File: config.mk
export PLATFORM = sky130hd
export DESIGN_NAME = dcea_top
export DESIGN_NICKNAME = d
export VERILOG_FILES = /design/src/design/dcea_pkg.sv /design/src/design/dcea_top.sv /design/src/design/dcea_chflag.sv /design/src/design/dcea_axil_rd.sv
export SDC_FILE = /design/constraint.sdc
export NUM_CORES = 1
export LEC_CHECK = 0
export BUFFER_PORTS_ARGS = -buffer_cell sky130_fd_sc_hd__buf_2
export CAP_MARGIN = 20
export CORE_MARGIN = 2
export CORE_UTILIZATION = 46
export CTS_CLUSTER_SIZE = 12
export DETAILED_ROUTE_END_ITERATION = 6
export PLACE_DENSITY_LB_ADDON = 0.25
export SKIP_CTS_REPAIR_TIMING = 1
export SYNTH_ARGS = -nofsm -noshare
export SYNTH_HDL_FRONTEND = slang
export SYNTH_SLANG_ARGS = --single-unit
export TNS_END_PERCENT = 30
File: constraint.sdc
create_clock -name i_core_clk -period 4.2 [get_ports i_core_clk]
set_input_delay 0.84 -clock i_core_clk [delete_from_list [all_inputs] [get_ports i_core_clk]]
set_output_delay 0.84 -clock i_core_clk [all_outputs]
set_load 0.03 [all_outputs]
File: src/design/dcea_pkg.sv
// Package: constants, types and helpers of the DMA channel enable/alternate block
package dcea_pkg;

  localparam int unsigned CHAN_N = 14;

  localparam logic [31:0] OFS_EN_SET  = 32'h4001_0028;
  localparam logic [31:0] OFS_EN_CLR  = 32'h4001_002c;
  localparam logic [31:0] OFS_ALT_SET = 32'h4001_0030;
  localparam logic [31:0] OFS_ALT_CLR = 32'h4001_0034;

  localparam logic [CHAN_N-1:0] RST_CHAN = 14'h0000;
  localparam logic [17:0]       RSVD_RD  = 18'h00000;
  localparam logic [1:0]        RESP_OKAY   = 2'h0;
  localparam logic [1:0]        RESP_SLVERR = 2'h2;

  typedef logic [CHAN_N-1:0] dcea_chan_t;

  typedef struct packed {
    logic [31:0] addr;
    logic [31:0] data;
    logic [3:0]  strb;
  } dcea_wreq_s;

  typedef struct packed {
    dcea_chan_t sw_set;
    dcea_chan_t sw_clr;
    dcea_chan_t hw_set;
    dcea_chan_t hw_clr;
  } dcea_upd_s;

  // Channel bits covered by the written byte lanes
  function automatic dcea_chan_t lane_mask(input logic [3:0] strb);
    lane_mask = {{6{strb[1]}}, {8{strb[0]}}};
  endfunction

  // Word address match
  function automatic logic hit(input logic [31:0] addr, input logic [31:0] ofs);
    hit = (addr[31:2] == ofs[31:2]);
  endfunction

endpackage

File: src/design/dcea_top.sv
// DMA channel enable and primary/alternate select with AXI4-Lite access
//
// Added by the designer: the AXI4-Lite interface to the registers.
`timescale 1ns/1ps
module dcea_top (
  // Clock, reset, enable
  input  wire logic                        i_core_clk,
  input  wire logic                        i_reset_n,
  input  wire logic                        i_ce,
  // Write address
  input  wire logic [31:0]                 i_s_axi_awaddr,
  input  wire logic                        i_s_axi_awvalid,
  output logic                             o_s_axi_awready,
  // Write data
  input  wire logic [31:0]                 i_s_axi_wdata,
  input  wire logic [3:0]                  i_s_axi_wstrb,
  input  wire logic                        i_s_axi_wvalid,
  output logic                             o_s_axi_wready,
  // Write response
  output logic [1:0]                       o_s_axi_bresp,
  output logic                             o_s_axi_bvalid,
  input  wire logic                        i_s_axi_bready,
  // Read address
  input  wire logic [31:0]                 i_s_axi_araddr,
  input  wire logic                        i_s_axi_arvalid,
  output logic                             o_s_axi_arready,
  // Read data
  output logic [31:0]                      o_s_axi_rdata,
  output logic [1:0]                       o_s_axi_rresp,
  output logic                             o_s_axi_rvalid,
  input  wire logic                        i_s_axi_rready,
  // Transfer engine events
  input  wire logic [dcea_pkg::CHAN_N-1:0] i_cycle_done,
  input  wire logic [dcea_pkg::CHAN_N-1:0] i_alt_hw_set,
  input  wire logic [dcea_pkg::CHAN_N-1:0] i_alt_hw_clr,
  // Channel state
  output logic [dcea_pkg::CHAN_N-1:0]      o_chan_enable,
  output logic [dcea_pkg::CHAN_N-1:0]      o_alt_select
);

  ////////////////////////////////////////////////////////////////////////////
  // Write channel state

  typedef struct packed {
    logic                 aw_full;
    logic                 w_full;
    dcea_pkg::dcea_wreq_s req;
    logic                 awready;
    logic                 wready;
    logic                 bvalid;
    logic [1:0]           bresp;
  } dcea_wr_state_s;

  dcea_wr_state_s s_q;
  dcea_wr_state_s s_d;

  logic                 wr_en;
  logic                 wr_mapped;
  dcea_pkg::dcea_chan_t wr_bits;
  dcea_pkg::dcea_chan_t sw_en_set;
  dcea_pkg::dcea_chan_t sw_en_clr;
  dcea_pkg::dcea_chan_t sw_alt_set;
  dcea_pkg::dcea_chan_t sw_alt_clr;
  dcea_pkg::dcea_upd_s  en_upd;
  dcea_pkg::dcea_upd_s  alt_upd;

  // Commit once both halves are held and no response pending
  assign wr_en = i_ce & s_q.aw_full & s_q.w_full & ~s_q.bvalid;

  assign wr_mapped = dcea_pkg::hit(s_q.req.addr, dcea_pkg::OFS_EN_SET)
                   | dcea_pkg::hit(s_q.req.addr, dcea_pkg::OFS_EN_CLR)
                   | dcea_pkg::hit(s_q.req.addr, dcea_pkg::OFS_ALT_SET)
                   | dcea_pkg::hit(s_q.req.addr, dcea_pkg::OFS_ALT_CLR);

  assign wr_bits = s_q.req.data[dcea_pkg::CHAN_N-1:0]
                 & dcea_pkg::lane_mask(s_q.req.strb);

  always_comb begin
    s_d = s_q;
    if (i_ce) begin
      if (s_q.awready && i_s_axi_awvalid) begin
        s_d.aw_full  = 1'b1;
        s_d.req.addr = i_s_axi_awaddr;
      end
      if (s_q.wready && i_s_axi_wvalid) begin
        s_d.w_full   = 1'b1;
        s_d.req.data = i_s_axi_wdata;
        s_d.req.strb = i_s_axi_wstrb;
      end
      if (wr_en) begin
        s_d.aw_full = 1'b0;
        s_d.w_full  = 1'b0;
        s_d.bvalid  = 1'b1;
        s_d.bresp   = wr_mapped ? dcea_pkg::RESP_OKAY : dcea_pkg::RESP_SLVERR;
      end else if (s_q.bvalid && i_s_axi_bready) begin
        s_d.bvalid = 1'b0;
      end
      s_d.awready = ~s_d.aw_full & ~s_d.bvalid;
      s_d.wready  = ~s_d.w_full & ~s_d.bvalid;
    end
  end

  always_ff @(posedge i_core_clk) begin
    if (!i_reset_n) begin
      s_q <= '0;
    end else begin
      s_q <= s_d;
    end
  end

  assign o_s_axi_awready = s_q.awready;
  assign o_s_axi_wready  = s_q.wready;
  assign o_s_axi_bvalid  = s_q.bvalid;
  assign o_s_axi_bresp   = s_q.bresp;

  ////////////////////////////////////////////////////////////////////////////
  // Register decode into set/clear vectors

  always_comb begin
    sw_en_set  = '0;
    sw_en_clr  = '0;
    sw_alt_set = '0;
    sw_alt_clr = '0;
    if (wr_en) begin
      if (dcea_pkg::hit(s_q.req.addr, dcea_pkg::OFS_EN_SET)) begin
        sw_en_set = wr_bits;
      end
      if (dcea_pkg::hit(s_q.req.addr, dcea_pkg::OFS_EN_CLR)) begin
        sw_en_clr = wr_bits;
      end
      if (dcea_pkg::hit(s_q.req.addr, dcea_pkg::OFS_ALT_SET)) begin
        sw_alt_set = wr_bits;
      end
      if (dcea_pkg::hit(s_q.req.addr, dcea_pkg::OFS_ALT_CLR)) begin
        sw_alt_clr = wr_bits;
      end
    end
  end

  always_comb begin
    en_upd.sw_set  = sw_en_set;
    en_upd.sw_clr  = sw_en_clr;
    en_upd.hw_set  = '0;
    en_upd.hw_clr  = i_cycle_done;
    alt_upd.sw_set = sw_alt_set;
    alt_upd.sw_clr = sw_alt_clr;
    alt_upd.hw_set = i_alt_hw_set;
    alt_upd.hw_clr = i_alt_hw_clr;
  end

  ////////////////////////////////////////////////////////////////////////////
  // Channel flags and read side

  dcea_chflag u_enable (
    .i_core_clk (i_core_clk),
    .i_reset_n  (i_reset_n),
    .i_ce       (i_ce),
    .i_upd      (en_upd),
    .o_flag     (o_chan_enable)
  );

  dcea_chflag u_alt (
    .i_core_clk (i_core_clk),
    .i_reset_n  (i_reset_n),
    .i_ce       (i_ce),
    .i_upd      (alt_upd),
    .o_flag     (o_alt_select)
  );

  dcea_axil_rd u_rd (
    .i_core_clk      (i_core_clk),
    .i_reset_n       (i_reset_n),
    .i_ce            (i_ce),
    .i_s_axi_araddr  (i_s_axi_araddr),
    .i_s_axi_arvalid (i_s_axi_arvalid),
    .o_s_axi_arready (o_s_axi_arready),
    .o_s_axi_rdata   (o_s_axi_rdata),
    .o_s_axi_rresp   (o_s_axi_rresp),
    .o_s_axi_rvalid  (o_s_axi_rvalid),
    .i_s_axi_rready  (i_s_axi_rready),
    .i_enable        (o_chan_enable),
    .i_alt           (o_alt_select)
  );

  ////////////////////////////////////////////////////////////////////////////
  // Checks

  dcea_pkg::dcea_chan_t en_set_eff;
  dcea_pkg::dcea_chan_t alt_set_eff;
  dcea_pkg::dcea_chan_t alt_clr_eff;
  dcea_pkg::dcea_chan_t alt_hw_eff;
  logic                 ar_take;

  assign en_set_eff  = sw_en_set & ~i_cycle_done;
  assign alt_set_eff = sw_alt_set & ~i_alt_hw_clr;
  assign alt_clr_eff = sw_alt_clr & ~i_alt_hw_set;
  assign alt_hw_eff  = i_alt_hw_set & ~i_alt_hw_clr;
  assign ar_take     = i_ce & o_s_axi_arready & i_s_axi_arvalid;

  property p_en_set;
    @(posedge i_core_clk) disable iff (!i_reset_n)
    i_ce && (en_set_eff != '0)
    |=> (o_chan_enable & $past(en_set_eff)) == $past(en_set_eff);
  endproperty
  a_en_set: assert property (p_en_set)
    else $error("enable-set write did not enable the channel");

  property p_en_no_rise;
    @(posedge i_core_clk) disable iff (!i_reset_n)
    i_ce && (sw_en_set == '0)
    |=> (o_chan_enable & ~$past(o_chan_enable)) == '0;
  endproperty
  a_en_no_rise: assert property (p_en_no_rise)
    else $error("channel enabled without a set write");

  property p_en_clr;
    @(posedge i_core_clk) disable iff (!i_reset_n)
    i_ce && (sw_en_clr != '0)
    |=> (o_chan_enable & $past(sw_en_clr)) == '0;
  endproperty
  a_en_clr: assert property (p_en_clr)
    else $error("enable-clear write did not disable the channel");

  property p_en_no_fall;
    @(posedge i_core_clk) disable iff (!i_reset_n)
    i_ce && (sw_en_clr == '0) && (i_cycle_done == '0)
    |=> (~o_chan_enable & $past(o_chan_enable)) == '0;
  endproperty
  a_en_no_fall: assert property (p_en_no_fall)
    else $error("channel disabled without a clear or completion");

  property p_done_clr;
    @(posedge i_core_clk) disable iff (!i_reset_n)
    i_ce && (i_cycle_done != '0)
    |=> (o_chan_enable & $past(i_cycle_done)) == '0;
  endproperty
  a_done_clr: assert property (p_done_clr)
    else $error("completed channel still enabled");

  property p_done_wins;
    @(posedge i_core_clk) disable iff (!i_reset_n)
    i_ce && ((sw_en_set & i_cycle_done) != '0)
    |=> (o_chan_enable & $past(i_cycle_done)) == '0;
  endproperty
  a_done_wins: assert property (p_done_wins)
    else $error("software set beat cycle completion");

  property p_alt_set;
    @(posedge i_core_clk) disable iff (!i_reset_n)
    i_ce && (alt_set_eff != '0)
    |=> (o_alt_select & $past(alt_set_eff)) == $past(alt_set_eff);
  endproperty
  a_alt_set: assert property (p_alt_set)
    else $error("alternate-set write did not select alternate");

  property p_alt_hold;
    @(posedge i_core_clk) disable iff (!i_reset_n)
    i_ce && (sw_alt_set == '0) && (i_alt_hw_set == '0)
    |=> (o_alt_select & ~$past(o_alt_select)) == '0;
  endproperty
  a_alt_hold: assert property (p_alt_hold)
    else $error("alternate selected without a set");

  property p_alt_clr;
    @(posedge i_core_clk) disable iff (!i_reset_n)
    i_ce && (alt_clr_eff != '0)
    |=> (o_alt_select & $past(alt_clr_eff)) == '0;
  endproperty
  a_alt_clr: assert property (p_alt_clr)
    else $error("alternate-clear write did not select primary");

  property p_alt_hw;
    @(posedge i_core_clk) disable iff (!i_reset_n)
    i_ce && (alt_hw_eff != '0)
    |=> (o_alt_select & $past(alt_hw_eff)) == $past(alt_hw_eff);
  endproperty
  a_alt_hw: assert property (p_alt_hw)
    else $error("hardware alternate set was lost");

  property p_rd_en;
    @(posedge i_core_clk) disable iff (!i_reset_n)
    ar_take && (dcea_pkg::hit(i_s_axi_araddr, dcea_pkg::OFS_EN_SET) ||
                dcea_pkg::hit(i_s_axi_araddr, dcea_pkg::OFS_EN_CLR))
    |=> o_s_axi_rvalid && (o_s_axi_rresp == dcea_pkg::RESP_OKAY)
        && (o_s_axi_rdata == {dcea_pkg::RSVD_RD, $past(o_chan_enable)});
  endproperty
  a_rd_en: assert property (p_rd_en)
    else $error("enable read returned wrong status");

  property p_rd_alt;
    @(posedge i_core_clk) disable iff (!i_reset_n)
    ar_take && dcea_pkg::hit(i_s_axi_araddr, dcea_pkg::OFS_ALT_SET)
    |=> o_s_axi_rvalid
        && (o_s_axi_rdata == {dcea_pkg::RSVD_RD, $past(o_alt_select)});
  endproperty
  a_rd_alt: assert property (p_rd_alt)
    else $error("alternate read returned wrong status");

  property p_reset;
    @(posedge i_core_clk) disable iff (!i_reset_n)
    $rose(i_reset_n)
    |-> (o_chan_enable == '0) && (o_alt_select == '0) && !o_s_axi_bvalid;
  endproperty
  a_reset: assert property (p_reset)
    else $error("state not cleared by reset");

  property p_wr_resp;
    @(posedge i_core_clk) disable iff (!i_reset_n)
    wr_en |=> o_s_axi_bvalid ##0 o_s_axi_bvalid [*1];
  endproperty
  a_wr_resp: assert property (p_wr_resp)
    else $error("write response missing after commit");

  property p_wr_err;
    @(posedge i_core_clk) disable iff (!i_reset_n)
    wr_en && !wr_mapped |=> o_s_axi_bvalid && (o_s_axi_bresp == dcea_pkg::RESP_SLVERR);
  endproperty
  a_wr_err: assert property (p_wr_err)
    else $error("unmapped write not answered with an error");

  property p_ce_freeze;
    @(posedge i_core_clk) disable iff (!i_reset_n)
    !i_ce |=> $stable(o_chan_enable) && $stable(o_alt_select);
  endproperty
  a_ce_freeze: assert property (p_ce_freeze)
    else $error("channel state moved while clock enable was low");

  property p_alt_clr_wins;
    @(posedge i_core_clk) disable iff (!i_reset_n)
    i_ce && ((sw_alt_set & i_alt_hw_clr) != '0)
    |=> (o_alt_select & $past(i_alt_hw_clr)) == '0;
  endproperty
  a_alt_clr_wins: assert property (p_alt_clr_wins)
    else $error("software alternate set beat engine primary select");

  property p_rd_alt_clr;
    @(posedge i_core_clk) disable iff (!i_reset_n)
    ar_take && dcea_pkg::hit(i_s_axi_araddr, dcea_pkg::OFS_ALT_CLR)
    |=> o_s_axi_rvalid && (o_s_axi_rresp == dcea_pkg::RESP_OKAY)
        && (o_s_axi_rdata == {dcea_pkg::RSVD_RD, $past(o_alt_select)});
  endproperty
  a_rd_alt_clr: assert property (p_rd_alt_clr)
    else $error("alternate-clear read returned wrong status");

  c_en_write: cover property (@(posedge i_core_clk) disable iff (!i_reset_n)
    sw_en_set != '0 ##1 o_s_axi_bvalid);
  c_done: cover property (@(posedge i_core_clk) disable iff (!i_reset_n)
    (o_chan_enable & i_cycle_done) != '0);
  c_alt_pingpong: cover property (@(posedge i_core_clk) disable iff (!i_reset_n)
    i_alt_hw_set != '0 ##[1:20] i_alt_hw_clr != '0);
  c_rd_alt: cover property (@(posedge i_core_clk) disable iff (!i_reset_n)
    ar_take && dcea_pkg::hit(i_s_axi_araddr, dcea_pkg::OFS_ALT_SET));

endmodule

File: src/design/dcea_chflag.sv
// Per-channel flag register with software and hardware set/clear
`timescale 1ns/1ps
module dcea_chflag (
  // Clock, reset, enable
  input  wire logic                 i_core_clk,
  input  wire logic                 i_reset_n,
  input  wire logic                 i_ce,
  // Update vectors
  input  wire dcea_pkg::dcea_upd_s  i_upd,
  // Flag state
  output logic [dcea_pkg::CHAN_N-1:0] o_flag
);

  typedef struct packed {
    dcea_pkg::dcea_chan_t flag;
  } dcea_flag_state_s;

  dcea_flag_state_s s_q;
  dcea_flag_state_s s_d;

  always_comb begin
    s_d = s_q;
    if (i_ce) begin
      // Software first: ones act, zeros leave bits alone
      s_d.flag = (s_q.flag | i_upd.sw_set) & ~i_upd.sw_clr;
      // Hardware applied last so it wins
      s_d.flag = (s_d.flag | i_upd.hw_set) & ~i_upd.hw_clr;
    end
  end

  always_ff @(posedge i_core_clk) begin
    if (!i_reset_n) begin
      s_q.flag <= dcea_pkg::RST_CHAN;
    end else begin
      s_q <= s_d;
    end
  end

  assign o_flag = s_q.flag;

endmodule

File: src/design/dcea_axil_rd.sv
// AXI4-Lite read channel returning channel enable and structure status
`timescale 1ns/1ps
module dcea_axil_rd (
  // Clock, reset, enable
  input  wire logic                        i_core_clk,
  input  wire logic                        i_reset_n,
  input  wire logic                        i_ce,
  // Read address
  input  wire logic [31:0]                 i_s_axi_araddr,
  input  wire logic                        i_s_axi_arvalid,
  output logic                             o_s_axi_arready,
  // Read data
  output logic [31:0]                      o_s_axi_rdata,
  output logic [1:0]                       o_s_axi_rresp,
  output logic                             o_s_axi_rvalid,
  input  wire logic                        i_s_axi_rready,
  // Status
  input  wire logic [dcea_pkg::CHAN_N-1:0] i_enable,
  input  wire logic [dcea_pkg::CHAN_N-1:0] i_alt
);

  typedef struct packed {
    logic        arready;
    logic        rvalid;
    logic [31:0] rdata;
    logic [1:0]  rresp;
  } dcea_rd_state_s;

  dcea_rd_state_s s_q;
  dcea_rd_state_s s_d;

  always_comb begin
    s_d = s_q;
    if (i_ce) begin
      if (s_q.arready && i_s_axi_arvalid) begin
        s_d.rvalid = 1'b1;
        s_d.rresp  = dcea_pkg::RESP_OKAY;
        s_d.rdata  = 32'h0000_0000;
        if (dcea_pkg::hit(i_s_axi_araddr, dcea_pkg::OFS_EN_SET) ||
            dcea_pkg::hit(i_s_axi_araddr, dcea_pkg::OFS_EN_CLR)) begin
          s_d.rdata = {dcea_pkg::RSVD_RD, i_enable};
        end else if (dcea_pkg::hit(i_s_axi_araddr, dcea_pkg::OFS_ALT_SET) ||
                     dcea_pkg::hit(i_s_axi_araddr, dcea_pkg::OFS_ALT_CLR)) begin
          s_d.rdata = {dcea_pkg::RSVD_RD, i_alt};
        end else begin
          s_d.rresp = dcea_pkg::RESP_SLVERR;
        end
      end else if (s_q.rvalid && i_s_axi_rready) begin
        s_d.rvalid = 1'b0;
      end
      s_d.arready = ~s_d.rvalid;
    end
  end

  always_ff @(posedge i_core_clk) begin
    if (!i_reset_n) begin
      s_q <= '0;
    end else begin
      s_q <= s_d;
    end
  end

  assign o_s_axi_arready = s_q.arready;
  assign o_s_axi_rvalid  = s_q.rvalid;
  assign o_s_axi_rdata   = s_q.rdata;
  assign o_s_axi_rresp   = s_q.rresp;

endmodule

Word-level counts from Yosys, hierarchy flattened
Index checks and enable logic that the tools add are counted.
Word-level totals
  flip-flop bits (word level): 119
  bits of input ports: 150
  logic and storage cells: 82
Cells by class
  equal/unequal tests: 8
  muxes and demuxes: 23
  bitwise gates (word level): 25
  reductions and logical operators: 11
Operators with widths (count)
  $eq A30 B29 Y1 const B: 8
  $mux W14: 9
  $and A14 B14 Y14: 5
  $not A14 Y14: 4
  $or A14 B14 Y14: 3
  $mux W32: 1
  $mux W2: 5
  $mux W1: 8
  $reduce_and A2 Y1: 4
  $and A1 B1 Y1: 5
  $logic_and A1 B1 Y1: 5
  $not A1 Y1: 5
  $or A1 B1 Y1: 3
  $logic_or A1 B1 Y1: 2

Logic depth before layout (Yosys ltp)
  depth after elaboration: 8
  mapped depth: 7
  mapped depth without buffers: 4

By module
From an unflattened synthesis, not the netlist that was laid out.
Unflattened totals
  cells, all modules: 658
  area, all modules: 5278.8 µm²
By module, submodules not included
  dcea_top: instances 1, cells each 341, area an instance 2511.2 µm²
  dcea_chflag: instances 2, cells each 88, area an instance 763.2 µm²
  dcea_axil_rd: instances 1, cells each 141, area an instance 1241.2 µm²

Worst setup path after synthesis
No wires, ideal clock.
  path type: input-to-reg
  start: input port i_s_axi_araddr[19]
  end: register u_rd.s_q (netlist bit u_rd.o_s_axi_rdata[10])
  library setup time: 0.074 ns
  arrival: 2.313 ns
  data required time: 4.126 ns
  slack: 1.813 ns
  stages: 5
  path buffers: 1
  cells stage by stage: or4_1 nor3b_2 buf_2 nand4_1 a31oi_1
Between the ends
  word-level cells in the longest chain between the ends: 4
  elaborated cells on any way between the ends: 8
  classes of those cells: eq/ne (4); mux (2); reduce/logical (2)
RTL lines
  from (decl): RTL line dcea_top.sv:24  | input wire logic [31:0] i_s_axi_araddr,
  $eq A30 B29 Y1: RTL line dcea_pkg.sv:38  | hit = (addr[31:2] == ofs[31:2]);
  $logic_or A1 B1 Y1: RTL line dcea_axil_rd.sv:42  | end else if (dcea_pkg::hit(i_s_axi_araddr, dcea_pkg::OFS_ALT_SET) ||
  $mux W14: RTL line dcea_axil_rd.sv:42
  $mux W32 (*): RTL line dcea_axil_rd.sv:39  | if (dcea_pkg::hit(i_s_axi_araddr, dcea_pkg::OFS_EN_SET) ||
  to (signal assigned): RTL line dcea_axil_rd.sv:57  | s_q <= '0;
  to (signal assigned): RTL line dcea_axil_rd.sv:59  | s_q <= s_d;
  to (decl): RTL line dcea_axil_rd.sv:29  | dcea_rd_state_s s_q;
Every way passes the cells marked *; elsewhere a longest branch is shown, timed or not.
A chain may end at the register's enable or synchronous reset.

Worst setup path after layout
  start: input port i_ce
  end: register u_alt.s_q (netlist bit u_alt.o_flag[9])
Between the ends
  word-level cells in the longest chain between the ends: 8
  elaborated cells on any way between the ends: 10
  classes of those cells: mux (2); bitwise (8)
RTL lines
  from (decl): RTL line dcea_top.sv:9  | input wire logic i_ce,
  $and A1 B1 Y1 (3 in series): RTL line dcea_top.sv:68  | assign wr_en = i_ce & s_q.aw_full & s_q.w_full & ~s_q.bvalid;
  $mux W14: RTL line dcea_top.sv:124  | if (wr_en) begin
  $or A14 B14 Y14 or $not A14 Y14 (tied branches): RTL line dcea_chflag.sv:25  | s_d.flag = (s_q.flag | i_upd.sw_set) & ~i_upd.sw_clr;
  $and A14 B14 Y14: RTL line dcea_chflag.sv:25
  $or A14 B14 Y14: RTL line dcea_chflag.sv:27  | s_d.flag = (s_d.flag | i_upd.hw_set) & ~i_upd.hw_clr;
  $and A14 B14 Y14: RTL line dcea_chflag.sv:27
  to (decl): RTL line dcea_chflag.sv:18  | dcea_flag_state_s s_q;
Several ways; a longest one is shown, not always the timed one.

==> summary.md <==
| Metric | Value |
|---|---|
| FMAX | 390.1 MHz |
| Layout cells sized above 1 | 0.2851 |
| CP startpoint kind | input port |
| Crit share post-route | 0.6103 |
| Number of global-route vias before repair | 4365 |
| Reg2Reg Depth | 5 |
| Kind of critical path | input port to register |
| Die X | 105.6 um |
| Average routed wire per standard cell | 15.94 um |
| Clock Latency Late Sink | 0.37 ns |
| Antenna-violating nets left | 0 |
| Min-Delay Path Class | register to register |
| Buffers on Ports | 173 |
| Area of the core | 10180 um2 |
| Simple-Gate Fraction of Synth Area | 0.2347 |
| Clock skew | 0.01296 ns |
| Maximum fanout along the worst path | 43 |
| Final Max Tran Viols | 0 |
| Slew Limit Headroom | 0.2946 |
| Max IR drop VDD | 165.6 uV |
| Final setup violation count | 0 |
| Pre-antenna DRT Iters | 4 |
| Row cnt | 37 |
| Reg clk slew, reported paths | 0.10 ns |
| RR Startpoint | s_q[54] |
| Die area | 11140 um2 |
| Worst R2R Setup Slack | 1.70 ns |
| CTS tree | done |
| Layout Cells excl Fill | 848 |
| Power Density | 328.2 nW/um2 |
| Die Y | 105.6 um |
| Post-synthesis mux area share | 0.002110 |
| Critical Path RT | 4.46 ns |
| Worst-Margin Slew | 1.058 ns |
| Area delta synth->final | 21.52% |
| RSZ-0062 raised after global routing | false |
| Post-synthesis register bit count | 97 |
| Synth top area share | 0.4093 |
| FILL cells | 977 |
| GRT Total Usage | 0.2408 |
| Crit path from | i_ce |
| Synth top area cells | dfxtp_1 (41%), nand2_1 (8.7%), a21boi_1 (7.3%), o31ai_1 (4.4%), nand4_1 (4.1%) |
| Avg Inst Size Synth | 8.353 um2 |
| Crit path DAT | 2.82 ns |
| Leakage Power | 2.410 nW |
| Syn. warnings | 0 |
| Initial antenna violation count | 0 |
| Post-Syn Instances | 568 |
| Critical path destination | u_alt.o_flag[9] |
| Clk root buf | clkbuf_8 |
| DP Cell Count | 831 |
| HPWL after DPL | 9918 um |
| Clock tree buffer depth | 2 |
| Crit Reg-Reg Endpoint | u_alt.o_flag[9] |
| Sequential area share after synthesis | 0.4093 |
| Initial DRC Count | 308 |
| Nets | 857 |
| DRT Wirelength | 13520 um |
| Hold Violations, Final | 0 |
| Complex-gate fraction of the synthesized area | 0.2745 |
| Initial Util | 0.4658 |
| Setup tns final | 0 ns |
| Post-Synthesis Cell Area | 4745 um2 |
| First-pass GRT wire length | 21500 um |
| RePlAce Congestion | 0.9187 |
| Total CTS buffers | 9 |
| Outcome | completed |
| Post-synthesis xor/xnor area fraction | 0.001846 |
| Overflow after GRT | 0 |
| Via density | 5.577 |
| Main combinational cell family by area after synthesis | compound AO/OA/AOI/OAI gates |
| Synth unique cells | 48 |
| # H-tree levels | 3 |
| Largest net degree at the start of global routing | 57 |
| Ant. Diodes | 0 |
| Dominant cell type by area after synthesis | dfxtp_1 |
| Synth Area in Adders | 0 |
| Max-Cap Viols | 0 |
| Final Critical Period | 2.563 ns |
| Critical path capture point type | register |
| Ports | 219 |
| Clk sinks | 97 |
| Vias post-DR | 4729 |
| DRC viols | 0 |
[cell usage in the layout, fill, tap and decap left out, types with 15 or more instances in the layout]
master / synthesis / final
nor2_1: 20 / 20
a31oi_1: 15 / 15
nand2b_1: 15 / 15
dfxtp_1: 97 / 97
a21boi_1: 46 / 46
nand3_1: 16 / 16
o31ai_1: 28 / 28
conb_1: 1 / 20
buf_2: 6 / 173
nand4_1: 31 / 31
nand2_1: 110 / 110
[metal layers]
metal | GRT usage | part of all wire
met3 | 0.04886 | 0.072
met2 | 0.3935 | 0.47
met1 | 0.3197 | 0.44
met5 | 0 | 0
met4 | 0.07707 | 0.016
[cell families (layout without fill, tap and decap cells)]
| group | count (synthesis) | after routing |
|---|---|---|
| compound gates | 170 | 170 |
| buf+inv | 72 | 197 |
| simple gates | 226 | 226 |
| other cells | 1 | 20 |
| flops | 97 | 97 |
| xor+xnor | 1 | 1 |
| mux | 1 | 1 |
[area by class of cell]
| class | count | area, um2 | share of cell area |
|---|---|---|---|
| timing repair buffer | 179 | 918.4 | 0.1593 |
| clock inverter | 7 | 93.84 | 0.01628 |
| clock buffer | 9 | 123.9 | 0.02148 |
| sequential | 97 | 1942 | 0.3368 |
| multi-input combinational | 418 | 2510 | 0.4353 |
| tap | 136 | 170.2 | 0.02951 |
| inverter | 2 | 7.507 | 0.001302 |
[worst min-delay path by stage]
stage / start / cells after the start / end
after floorplan: s_q[71] / 2 / s_q[71]
after global placement: s_q[57] / 2 / s_q[57]
after detailed placement: s_q[11] / 2 / s_q[11]
after CTS: s_q[11] / 2 / s_q[11]
after global routing: s_q[11] / 2 / s_q[11]
final: s_q[11] / 2 / s_q[11]
[stage by stage]
step / hold WS [ns] / cell area (um2) / utilization / setup slack (ns) / total power (W)
floorplan: 0.4299 / 4816 / - / 1.813 / 0.001156
global placement: 0.4393 / 5533 / 0.5432 / 1.296 / 0.001237
detailed placement: 0.4457 / 5533 / 0.5432 / 1.250 / 0.001242
CTS: 0.4584 / 5751 / 0.5646 / 1.646 / 0.001906
global route: 0.4732 / 5766 / 0.5661 / 1.503 / 0.001971
finish: 0.4551 / 5766 / 0.5661 / 1.637 / 0.001892
[synth_stat cells, drive strengths merged]
library cell,number
or4,3
mux2i,1
or2,1
and4b,1
o2111ai,1
a31o,1
and3b,1
nor4,5
and4,1
nor3b,2
a22oi,1
nand4b,1
a211oi,2
clkbuf,38
nand2b,15
and3,3
o21a,2
a21oi,2
o311a,14
xor2,1
nor4bb,1
dfxtp,97
a21boi,60
o31ai,28
buf,32
o311ai,14
or3,1
nand4,31
nor2,20
nor2b,7
a31oi,15
conb,1
nor3,3
o21ai,16
nand2,110
nand3,16
nor4b,4
inv,2
o211a,14
[report_power, final]
part / internal (W) / total, W / switching (W)
combinational: 0.000104 / 0.000255 / 0.000151
sequential: 0.000946 / 0.000967 / 0.0000213
clock: 0.000335 / 0.000670 / 0.000334
[worst max-delay path, cell delays in order]
cell      delay, ns
buf_2          0.25
buf_4          0.44
nand4b_1       0.12
or4_1          0.71
o311a_1        0.45
[flip-flops by register name (all words and copies together) (netlist names)]
register and count:
o_s_axi_bresp 1, u_rd.o_s_axi_rresp 1, u_rd.o_s_axi_rvalid 1, o_s_axi_wready 1, u_enable.o_flag 14, u_rd.o_s_axi_arready 1, u_alt.o_flag 14, o_s_axi_bvalid 1
s_q 48, o_s_axi_awready 1, u_rd.o_s_axi_rdata 14
(Power assumes the default switching activity.)
